### src/logic/cmpcall_defines.svh
// constants for the compare and relative call unit
`ifndef CMPCALL_DEFINES_SVH
`define CMPCALL_DEFINES_SVH
`define OPC_HI          31
`define OPC_LO          26
`define OPC_REG_BIT     31
`define OPC_CALL_REL    6'h3E
`define SEL_EQ          5'h19
`define SEL_GT          5'h1A
`define SEL_GE          5'h1B
`define SEL_GEU         5'h1C
`define SEL_GTU         5'h1D
`define SEL_NE          5'h1F
`define RA_INDEX        5'h1D
`define PC_STEP         32'h00000004
`define CALL_ISSUE_CYC  3'h4
`define CMP_RESULT_CYC  2'h2
`endif

### src/logic/cmpcall_pkg.sv
// types shared by the compare and relative call unit
package cmpcall_pkg;
   typedef enum logic [5:0] {
      OP_EQ  = 6'h01,
      OP_NE  = 6'h02,
      OP_GT  = 6'h04,
      OP_GE  = 6'h08,
      OP_GTU = 6'h10,
      OP_GEU = 6'h20
   } cmp_op_type;

   // one register file write
   typedef struct packed {
      logic        en;
      logic [4:0]  idx;
      logic [31:0] data;
   } rf_write_type;

   // one program counter redirect
   typedef struct packed {
      logic        en;
      logic [31:0] target;
   } pc_redirect_type;

   // decoded instruction fields
   typedef struct packed {
      logic        is_call;
      logic        is_cmp;
      logic        reg_form;
      cmp_op_type  op;
      logic [4:0]  src_a;
      logic [4:0]  src_b;
      logic [4:0]  dest;
      logic [15:0] short_imm;
      logic [25:0] long_imm;
   } decode_type;
endpackage : cmpcall_pkg

### src/logic/cmpcall_decoder.sv
// field decoder for compare and relative call instructions
`timescale 1ns/1ns
`include "cmpcall_defines.svh"
module cmpcall_decoder (
   // instruction word
   input  wire logic [31:0]        instr,
   // decoded fields
   output cmpcall_pkg::decode_type dec
);
   import cmpcall_pkg::*;

   logic [5:0] opc;
   logic [4:0] sel;
   logic       sel_ok;
   cmp_op_type op;

   assign opc = instr[`OPC_HI:`OPC_LO];
   assign sel = opc[4:0];

   // low five bits pick the compare kind
   always_comb begin
      sel_ok = 1'b1;
      op     = OP_EQ;
      case (sel) // see RQ1
         `SEL_EQ:  op = OP_EQ;
         `SEL_NE:  op = OP_NE;
         `SEL_GT:  op = OP_GT;
         `SEL_GE:  op = OP_GE;
         `SEL_GTU: op = OP_GTU;
         `SEL_GEU: op = OP_GEU;
         default:  sel_ok = 1'b0;
      endcase
   end

   // field extraction; register forms carry a third index
   always_comb begin
      dec.is_call   = (opc == `OPC_CALL_REL); // see RQ2
      dec.long_imm  = instr[25:0]; // see RQ2
      dec.is_cmp    = sel_ok && (opc != `OPC_CALL_REL)
                      && (!instr[`OPC_REG_BIT] || instr[10:0] == 11'h000); // see RQ3
      dec.reg_form  = instr[`OPC_REG_BIT]; // see RQ1
      dec.op        = op;
      dec.src_a     = instr[25:21]; // see RQ3
      dec.src_b     = instr[20:16];
      dec.dest      = instr[`OPC_REG_BIT] ? instr[15:11] : instr[20:16]; // see RQ4
      dec.short_imm = instr[15:0]; // see RQ4
   end
endmodule : cmpcall_decoder

### src/logic/cmpcall_compare.sv
// 32-bit comparator producing a single outcome bit
`timescale 1ns/1ns
module cmpcall_compare #(
   parameter int WIDTH = 32
) (
   // operands and kind
   input  wire logic [WIDTH-1:0]     opa,
   input  wire logic [WIDTH-1:0]     opb,
   input  cmpcall_pkg::cmp_op_type   op,
   // outcome
   output logic                      hit
);
   import cmpcall_pkg::*;

   logic eq;
   logic gts;
   logic gtu;

   assign eq  = (opa == opb);
   assign gts = ($signed(opa) > $signed(opb)); // see RQ13
   assign gtu = (opa > opb);

   // one comparator serves all six kinds
   always_comb begin
      case (op)
         OP_EQ:   hit = eq; // see RQ9
         OP_NE:   hit = !eq; // see RQ10
         OP_GT:   hit = gts; // see RQ11
         OP_GE:   hit = gts | eq; // see RQ12
         OP_GTU:  hit = gtu; // see RQ15
         OP_GEU:  hit = gtu | eq; // see RQ14
         default: hit = 1'b0;
      endcase
   end
endmodule : cmpcall_compare

### src/logic/compare_and_relative_call_unit.sv
// execution unit for compares and the relative call
// Notes on behaviour
// RQ1: opcode is bits 31:26; bit 31 set means register compare; low five select.
// RQ2: opcode 111110 is relative call, long immediate in bits 25:0.
// RQ3: register compares: sources 25:21 and 20:16, destination 15:11, 10:0 zero.
// RQ4: immediate compares: source 25:21, destination 20:16, short immediate 15:0.
// RQ5: relative call writes call address plus 4 into return address register.
// RQ6: new pc is pc plus sign-extended long immediate shifted left two.
// RQ7: call return value ready after 1 cycle; call occupies 4 issue cycles.
// RQ8: compare issues in 1 cycle; result usable after 2 cycles.
// RQ9: equal compare writes 1 when operands equal, else 0.
// RQ10: not-equal compare writes 1 when operands differ, else 0.
// RQ11: greater compare writes 1 when first exceeds second, else 0.
// RQ12: greater-or-equal writes 1 when first not less than second, else 0.
// RQ13: signed greater and greater-or-equal treat operands as two's complement.
// RQ14: unsigned greater-or-equal treats both operands as unsigned.
// RQ15: unsigned greater writes 1 when first strictly larger unsigned, else 0.
// RQ16: equal, not-equal and signed immediate forms sign-extend the short immediate.
// RQ17: unsigned immediate forms zero-extend the short immediate.
// RQ18: compare result is 32 bits, upper 31 zero, outcome in bit 0.
// RQ19: pc used for call return and target is the call's own address.
`timescale 1ns/1ns
`include "cmpcall_defines.svh"
module compare_and_relative_call_unit (
   // clock and reset
   input  wire logic                     ref_clk,
   input  wire logic                     nrst,
   // issue from the decoder
   input  wire logic                     issue_valid,
   input  wire logic [31:0]              instr,
   input  wire logic [31:0]              instr_pc,
   // operands read from the register file
   input  wire logic [31:0]              src_a_data,
   input  wire logic [31:0]              src_b_data,
   // register read indices
   output logic [4:0]                    rd_a_idx_r,
   output logic [4:0]                    rd_b_idx_r,
   // results
   output cmpcall_pkg::rf_write_type     rf_wr_r,
   output cmpcall_pkg::pc_redirect_type  pc_redir_r,
   output logic                          issue_ready_r,
   output logic                          illegal_r
);
   import cmpcall_pkg::*;

   typedef enum logic [2:0] {
      ST_IDLE = 3'b001,
      ST_CMP  = 3'b010,
      ST_CALL = 3'b100
   } state_type;

   decode_type      dec;
   logic            hit;
   logic [31:0]     opb;
   logic [31:0]     ext_imm;

   state_type       state_r;
   state_type       state_nxt;
   logic [2:0]      busy_cnt_r;
   logic [2:0]      busy_cnt_nxt;
   cmp_op_type      op_r;
   cmp_op_type      op_nxt;
   logic            reg_form_r;
   logic            reg_form_nxt;
   logic [4:0]      dest_r;
   logic [4:0]      dest_nxt;
   logic [15:0]     imm_r;
   logic [15:0]     imm_nxt;
   logic [4:0]      rd_a_nxt;
   logic [4:0]      rd_b_nxt;
   rf_write_type    rf_wr_nxt;
   pc_redirect_type pc_redir_nxt;
   logic            ready_nxt;
   logic            illegal_nxt;

   cmpcall_decoder u_dec (
      .instr (instr),
      .dec   (dec)
   );

   // signed kinds sign-extend, unsigned kinds zero-extend
   always_comb begin
      if (op_r == OP_GTU || op_r == OP_GEU) begin
         ext_imm = {16'h0000, imm_r}; // see RQ17
      end else begin
         ext_imm = {{16{imm_r[15]}}, imm_r}; // see RQ16
      end
   end

   assign opb = reg_form_r ? src_b_data : ext_imm;

   cmpcall_compare #(
      .WIDTH (32)
   ) u_cmp (
      .opa (src_a_data),
      .opb (opb),
      .op  (op_r),
      .hit (hit)
   );

   // sequencer: compare takes an operand cycle then writes, call holds issue
   always_comb begin
      state_nxt    = state_r;
      busy_cnt_nxt = busy_cnt_r;
      op_nxt       = op_r;
      reg_form_nxt = reg_form_r;
      dest_nxt     = dest_r;
      imm_nxt      = imm_r;
      rd_a_nxt     = rd_a_idx_r;
      rd_b_nxt     = rd_b_idx_r;
      rf_wr_nxt    = '0;
      pc_redir_nxt = '0;
      ready_nxt    = issue_ready_r;
      illegal_nxt  = 1'b0;
      case (state_r)
         ST_IDLE: begin
            if (issue_valid && issue_ready_r) begin
               if (dec.is_call) begin
                  // return value written one cycle after issue
                  rf_wr_nxt.en   = 1'b1; // see RQ7
                  rf_wr_nxt.idx  = `RA_INDEX;
                  rf_wr_nxt.data = instr_pc + `PC_STEP; // see RQ5, see RQ19
                  pc_redir_nxt.en     = 1'b1;
                  pc_redir_nxt.target = instr_pc
                     + {{4{dec.long_imm[25]}}, dec.long_imm, 2'b00}; // see RQ6
                  busy_cnt_nxt = `CALL_ISSUE_CYC - 3'h1; // see RQ7
                  ready_nxt    = 1'b0;
                  state_nxt    = ST_CALL;
               end else if (dec.is_cmp) begin
                  op_nxt       = dec.op;
                  reg_form_nxt = dec.reg_form;
                  dest_nxt     = dec.dest;
                  imm_nxt      = dec.short_imm;
                  rd_a_nxt     = dec.src_a;
                  rd_b_nxt     = dec.src_b;
                  // issue stays open: compares issue every cycle
                  state_nxt    = ST_CMP; // see RQ8
               end else begin
                  illegal_nxt = 1'b1;
               end
            end
         end
         ST_CMP: begin
            // operands arrive; result written in second cycle after issue
            rf_wr_nxt.en   = 1'b1; // see RQ8
            rf_wr_nxt.idx  = dest_r;
            rf_wr_nxt.data = {31'h0, hit}; // see RQ18
            state_nxt      = ST_IDLE;
            if (issue_valid && dec.is_cmp) begin
               op_nxt       = dec.op;
               reg_form_nxt = dec.reg_form;
               dest_nxt     = dec.dest;
               imm_nxt      = dec.short_imm;
               rd_a_nxt     = dec.src_a;
               rd_b_nxt     = dec.src_b;
               state_nxt    = ST_CMP;
            end else if (issue_valid && !dec.is_call) begin
               illegal_nxt = 1'b1;
            end
            // a call right behind a compare is dropped with no stall: the write
            // port is busy with the compare, so the issuer must send it again
         end
         ST_CALL: begin
            if (busy_cnt_r == 3'h1) begin
               ready_nxt = 1'b1;
               state_nxt = ST_IDLE;
            end
            busy_cnt_nxt = busy_cnt_r - 3'h1;
         end
         default: begin
            state_nxt = ST_IDLE;
            ready_nxt = 1'b1;
         end
      endcase
   end

   // state registers, synchronous reset
   always_ff @(posedge ref_clk) begin
      if (!nrst) begin
         state_r       <= ST_IDLE;
         busy_cnt_r    <= 3'h0;
         op_r          <= OP_EQ;
         reg_form_r    <= 1'b0;
         dest_r        <= 5'h00;
         imm_r         <= 16'h0000;
         rd_a_idx_r    <= 5'h00;
         rd_b_idx_r    <= 5'h00;
         rf_wr_r       <= '0;
         pc_redir_r    <= '0;
         issue_ready_r <= 1'b1;
         illegal_r     <= 1'b0;
      end else begin
         state_r       <= state_nxt;
         busy_cnt_r    <= busy_cnt_nxt;
         op_r          <= op_nxt;
         reg_form_r    <= reg_form_nxt;
         dest_r        <= dest_nxt;
         imm_r         <= imm_nxt;
         rd_a_idx_r    <= rd_a_nxt;
         rd_b_idx_r    <= rd_b_nxt;
         rf_wr_r       <= rf_wr_nxt;
         pc_redir_r    <= pc_redir_nxt;
         issue_ready_r <= ready_nxt;
         illegal_r     <= illegal_nxt;
      end
   end
endmodule : compare_and_relative_call_unit

### config.mk
export PLATFORM = sky130hd
export DESIGN_NAME = compare_and_relative_call_unit
export DESIGN_NICKNAME = d
export VERILOG_FILES = /design/src/logic/cmpcall_pkg.sv /design/src/logic/cmpcall_decoder.sv /design/src/logic/cmpcall_compare.sv /design/src/logic/compare_and_relative_call_unit.sv
export VERILOG_INCLUDE_DIRS = /design/src /design/src/logic
export SDC_FILE = /design/constraint.sdc
export NUM_CORES = 1
export LEC_CHECK = 0
export BUFFER_PORTS_ARGS = -buffer_cell sky130_fd_sc_hd__buf_4
export CAP_MARGIN = 15
export CORE_UTILIZATION = 59
export CTS_BUF_LIST = sky130_fd_sc_hd__clkbuf_8
export CTS_CLUSTER_SIZE = 8
export DETAILED_ROUTE_END_ITERATION = 7
export PLACE_DENSITY = 0.89
export SYNTH_ARGS = -nofsm -noshare
export SYNTH_HDL_FRONTEND = slang
export SYNTH_HIERARCHICAL = 1
export SYNTH_SLANG_ARGS = --single-unit
export TNS_END_PERCENT = 30
### constraint.sdc
create_clock -name ref_clk -period 5.72 [get_ports ref_clk]
set_clock_uncertainty 0.1 [all_clocks]
set_input_delay 0.572 -clock ref_clk [delete_from_list [all_inputs] [get_ports ref_clk]]
set_output_delay 0.572 -clock ref_clk [all_outputs]
set_load 0.05 [all_outputs]
== Word-level counts from Yosys, hierarchy flattened ==
Index checks and enable logic that the tools add are counted.

* Latch bits: 0
* RAM bits: 0
* Input port bits: 131
* Memory bits (read-only): 0
* Memories: 0
* Output and inout port bits: 83
* Logic and storage cells: 128
* Flip-flop bits (word level): 117

* Reductions and logical operators: 20
* Magnitude comparators: 2
* Bitwise operators: 3
* Equal/unequal tests: 26
* Shifts and indexed selects: 0
* Div/mod/pow operators: 0
* $add $sub $neg: 3
* Muxes and demuxes: 59
* Multiply operators: 0

{| class="wikitable"
|+ Operator list
! cell !! number
|-
| $mux 38 || 2
|-
| $pmux 38 s2 || 1
|-
| $mux 5 || 13
|-
| $gt 32x32->1 || 2
|-
| $mux 16 || 4
|-
| $mux 32 || 2
|-
| $mux 33 || 1
|-
| $add 32x3->32 const B || 1
|-
| $add 32x32->32 || 1
|-
| $eq 32x32->1 || 1
|-
| $pmux 16 s2 || 1
|-
| $eq 5x5->1 const B || 6
|-
| $pmux 5 s2 || 3
|-
| $pmux 6 s5 || 1
|-
| $mux 6 || 4
|-
| $mux 3 || 6
|-
| $mux 1 || 13
|-
| $eq 6x6->1 const B || 2
|-
| $ne 2x2->1 const B || 6
|-
| $pmux 6 s2 || 1
|-
| $logic_not 11->1 || 1
|-
| $pmux 3 s3 || 1
|-
| $reduce_and 3->1 || 3
|-
| $reduce_and 4->1 || 2
|-
| other kinds (24) || 35
|}

== Logic depth before layout (Yosys ltp) ==
* Word-level depth: 9
* Gate-level depth with buffers: 16
* Depth with buffers taken out: 14

== Hierarchy ==
The synthesis kept the hierarchy.

{| class="wikitable"
|+ Modules (own cells, without submodules)
! module !! cells an instance !! instances !! area each (um^2) !! seq. area each (um^2)
|-
| compare_and_relative_call_unit || 724 || 1 || 6,083.3 || 2,342.2
|-
| cmpcall_compare || 143 || 1 || 973.4 || 0.0
|-
| cmpcall_decoder || 79 || 1 || 586.8 || 0.0
|}

== Worst setup path after synthesis ==
No wires, ideal clock.

* Kind: register -> register
* Start: register reg_form_r
* End: register rf_wr_r[0] in the netlist's numbering
* Slack: 2,363 ps
* Buffers on the path: 2
* Data required time: 5,504 ps
* Clock period less this slack: 3,357 ps
* Arrival time: 3,141 ps
* Library setup time: 116 ps
* Stages on the path, launching flop included: 17
* Cell sequence: dfxtp_1 > clkbuf_1 > nand2b_1 > a21oi_1 > clkbuf_1 > a21o_1 > inv_1 > ha_1 > a21oi_2 > o21ai_1 > a211oi_2 > o21ai_1 > o31a_1 > o2111a_1 > o211ai_2 > o211ai_1 > a31o_2

* Cells in the longest elaborated chain, start to end: 5
* Elaborated cells on any way between the ends: 9
* Classes of those cells: order compare: 2; eq/ne: 1; mux: 3; bitwise: 2; reduce/logical: 1

{| class="wikitable"
|+ Ends and longest elaborated chain
! item !! RTL line !! source
|-
| start, declared || compare_and_relative_call_unit.sv:63 || <nowiki>logic reg_form_r;</nowiki>
|-
| start signal, assigned || compare_and_relative_call_unit.sv:196 || <nowiki>reg_form_r <= reg_form_nxt;</nowiki>
|-
| $mux 32 (*) || compare_and_relative_call_unit.sv:90 || <nowiki>assign opb = reg_form_r ? src_b_data : ext_imm;</nowiki>
|-
| net opb[27] || compare_and_relative_call_unit.sv:54 || <nowiki>logic [31:0] opb;</nowiki>
|-
| $gt 32x32->1 (tied with other cells) || cmpcall_compare.sv:21 || <nowiki>assign gtu = (opa > opb);</nowiki>
|-
| $or 1x1->1 (tied with other cells) || cmpcall_compare.sv:31 || <nowiki>OP_GEU: hit = gtu | eq;</nowiki>
|-
| $pmux 1 s6 (*) || cmpcall_compare.sv:25 || <nowiki>case (op)</nowiki>
|-
| net hit || compare_and_relative_call_unit.sv:53 || <nowiki>logic hit;</nowiki>
|-
| $pmux 38 s2 (*) || compare_and_relative_call_unit.sv:115 || <nowiki>case (state_r)</nowiki>
|-
| end signal, assigned || compare_and_relative_call_unit.sv:201 || <nowiki>rf_wr_r <= rf_wr_nxt;</nowiki>
|-
| end, declared || compare_and_relative_call_unit.sv:39 || <nowiki>output cmpcall_pkg::rf_write_type rf_wr_r,</nowiki>
|}

The timed path passes the listed nets; every way through them passes the cells marked *.
A chain may end at the register's enable or synchronous reset.

== Worst setup path in the final report ==
* Start: register op_r[5]
* End: register rf_wr_r[0] in the netlist's numbering

* Cells in the longest elaborated chain, start to end: 8
* Elaborated cells on any way between the ends: 17
* Classes of those cells: order compare: 2; eq/ne: 7; mux: 4; bitwise: 2; reduce/logical: 2

{| class="wikitable"
|+ Ends and longest elaborated chain
! item !! RTL line !! source
|-
| start, declared || compare_and_relative_call_unit.sv:61 || <nowiki>cmp_op_type op_r;</nowiki>
|-
| start signal, assigned || compare_and_relative_call_unit.sv:195 || <nowiki>op_r <= op_nxt;</nowiki>
|-
| $eq 6x5->1 / $eq 6x6->1 (equally long branches) || compare_and_relative_call_unit.sv:83 || <nowiki>if (op_r == OP_GTU || op_r == OP_GEU) begin</nowiki>
|-
| $logic_or 1x1->1 (*) || compare_and_relative_call_unit.sv:83 ||
|-
| $mux 32 (*) || compare_and_relative_call_unit.sv:83 ||
|-
| $mux 32 (*) || compare_and_relative_call_unit.sv:90 ||
|-
| net opb[27] || compare_and_relative_call_unit.sv:54 ||
|-
| $gt 32x32->1 (tied with other cells) || cmpcall_compare.sv:21 ||
|-
| $or 1x1->1 (tied with other cells) || cmpcall_compare.sv:31 ||
|-
| $pmux 1 s6 (*) || cmpcall_compare.sv:25 ||
|-
| net hit || compare_and_relative_call_unit.sv:53 ||
|-
| $pmux 38 s2 (*) || compare_and_relative_call_unit.sv:115 ||
|}

Marked as above.

==> impl_metrics.tcl <==
set metrics [dict create \
    wl_met1_um 8034 \
    syn_to_final_growth_pct 23.42 \
    core.rowCount 41 \
    slew_viol_final 0 \
    post_synth_main_area_contributors "dfxtp_1, ha_1, nand2_1" \
    yosysWarnings 6 \
    synth_cell_type_count 65 \
    hpwl_um 14890 \
    globalplace.congestion 0.9107 \
    grt_pass1_wl_um 30660 \
    ys_seq_elements 117 \
    rsz0062_at_grt "false" \
    postPlaceCellArea_um2 8934 \
    drc 0 \
    clk_latency_ns 0.44 \
    grt_overflow 0 \
    grt_pass1_vias 6573 \
    io_buffers 213 \
    tns_ns 0 \
    postCtsHoldBufs 0 \
    grt_usage_pct 29.43 \
    status "complete, no violations" \
    cts_sinks 117 \
    synth_seq_area_share_pct 30.64 \
    viasPerCell 5.513 \
    dieHeight_um 115.8 \
    synth_most_common_cell "nand2_1" \
    worstPathArrival_ns 3.73 \
    grt_max_degree 59 \
    wirelength_um 19700 \
    synthTopCellsByCount "nand2_1, dfxtp_1, nor2_1, ha_1, a21oi_1" \
    post_cts_buffers 0 \
    synth_cells 946 \
    drive_gt1_share_pct 26.49 \
    routed.top_layer "met4" \
    synth_nets 1142 \
    wl_per_cell_um 15.41 \
    hold_path_class "in2reg" \
    cap_viol_max_count 0 \
    hold_slack_ns 0.2456 \
    tightest_slew_ns 1.058 \
    post-route-min-period_ns 3.502 \
    cts_resized 0 \
    peakVddDrop_mv 0.1484 \
    finalSetupViolations 0 \
    yosysTopAreaCell "dfxtp_1" \
    synthFlopType "dfxtp_1" \
    start_kind "register" \
    dr_total_vias 7045 \
    cts-root-buf "clkbuf_8" \
    drt-initial-drc-count 513 \
    fill_cells 944 \
    design_area_um2 9434 \
    synth_edf_count 0 \
    cp_common_cell "nor3_1" \
    route.met2.wl_um 9773 \
    io_pins 214 \
    cp_max_fo 13 \
    clockBufferDepth 2 \
    syn_avg_cell_area_um2 8.080 \
    start_util_pct 60.57 \
    cp-end-kind "register" \
    timing.fmax_mhz 285.5 \
    synth_top_area_share_pct 30.64 \
    n_antenna_cell 0 \
    met3_length_um 1315 \
    worstPathRequired_ns 5.95 \
    p_per_area_nw_per_um2 228.9 \
    postRouteAntennaNets 0 \
    antenna_found_initial 0 \
    layout.nets 1289 \
    power.total_w 0.002160 \
    clk_pin_slew_ns 0.07 \
    p_leak_nw 4.211 \
    ys_async_sr_fraction_pct 0 \
    htree_levels 4 \
    crit_slowest_cell "a21oi_1" \
    hold_viol_final 0 \
    fin_crit_sh_pct 61.23 \
    dieWidth_um 115.8 \
    slew_headroom_pct 29.22 \
    cts_buffers 17 \
    core_um2 12620 \
    netlist_area_um2 7644 \
    cts_tree "built" \
    die-area_um2 13410 \
    drt_first_pass_iters 5 \
    path_cells "xor2_1 > a21oi_1 > buf_4 > a21o_1 > inv_1 > ha_1 > and4_1 > nand4_1 > nor3_1 > nor3_1 > o21ai_0 > a21boi_0 > o211ai_1 > a31o_2" \
    worst-setup-path-type "reg2reg" \
    cp_slowest_stage_delay_ns 0.38 \
]
## registers in the layout, summed over array words and instances, names as in the netlist
signal / flops
dest_r: 5
op_r: 6
rd_a_idx_r: 5
state_r: 3
imm_r: 16
illegal_r: 1
issue_ready_r: 1
rf_wr_r: 38
pc_redir_r: 33
busy_cnt_r: 3
reg_form_r: 1
rd_b_idx_r: 5
## metrics by stage
stage	utilization, %	setup slack [ns]	std cells
floorplan	-	2.363	946
global placement	70.79	2.014	1245
detailed placement	70.79	1.873	1245
CTS	74.70	1.863	1277
global route	74.76	1.998	1278
finish	74.76	2.218	1278
## critical path: cells and delay by family, from the launching register on
kind                     cells  cell delay [ns]
AO/OA/AOI/OAI                6             1.24
XOR/XNOR                     1             0.17
adder cells (fa/ha/maj)      1             0.34
buffers and inverters        2             0.32
flip-flops                   1             0.36
AND/OR/NAND/NOR              4             0.87
## metal layers
layer  track usage, %  vias to the layer above
met1            34.13                     3203
met4            14.36                        0
met5                0                        -
met3            6.119                       49
met2            51.55                      291
li1                 -                     3502
## logic make-up after synthesis
| kind of cell | after synthesis | share of synthesized area, % |
|---|---|---|
| AO/OA/AOI/OAI | 206 | 18.19 |
| XOR/XNOR | 52 | 5.958 |
| adder cells (fa/ha/maj) | 65 | 10.74 |
| buffers and inverters | 139 | 9.641 |
| flip-flops | 117 | 30.64 |
| multiplexers | 21 | 3.077 |
| AND/OR/NAND/NOR | 346 | 21.75 |
## power by group
group          internal (W)  switching (W)  total (W)
clock              0.000604       0.000327   0.000932
sequential         0.000821     0.00000398   0.000825
combinational      0.000184       0.000219   0.000403
## final cells by class
cell class,count,area [um2],share of cell area [%]
multi-input cells,690,4567,48.41
flip-flops and latches,117,2342,24.83
repair buffers,217,1629,17.27
clock buffers,21,289.0,3.064
well taps,172,215.2,2.281
clock inverters,11,203.9,2.162
inverters,50,187.7,1.989
## path summary, 6_finish.rpt
kind	from	to	slack, ns	depth (start not counted)
max	op_r[5]$_SDFFE_PN0P_	rf_wr_r[0]$_SDFF_PN0_	2.22	14
min	instr_pc[2]	rf_wr_r[2]$_SDFF_PN0_	0.25	2
max reg2reg	op_r[5]$_SDFFE_PN0P_	rf_wr_r[0]$_SDFF_PN0_	2.22	14
min reg2reg	rd_b_idx_r[1]$_SDFFE_PN0P_	rd_b_idx_r[1]$_SDFFE_PN0P_	0.36	2
## cells in the final DEF (no fill, tap or decap), types with 4 or more instances in the layout
cell,count
a21boi_0,40
a21o_1,23
a21oi_1,56
and2_1,4
and3_1,15
and4_1,7
buf_4,217
bufinv_16,6
clkbuf_8,21
dfxtp_1,117
ha_1,64
inv_1,53
mux2_2,18
nand2_1,139
nand2b_1,9
nand3_1,21
nand4_1,18
nor2_1,76
nor2b_1,7
nor3_1,12
nor3b_1,8
nor4_1,6
o21a_1,13
o21ai_0,31
o21ai_1,6
o21bai_1,4
or3_1,6
xnor2_1,17
xor2_1,35
Note: power is estimated with default switching activity, not from simulation.
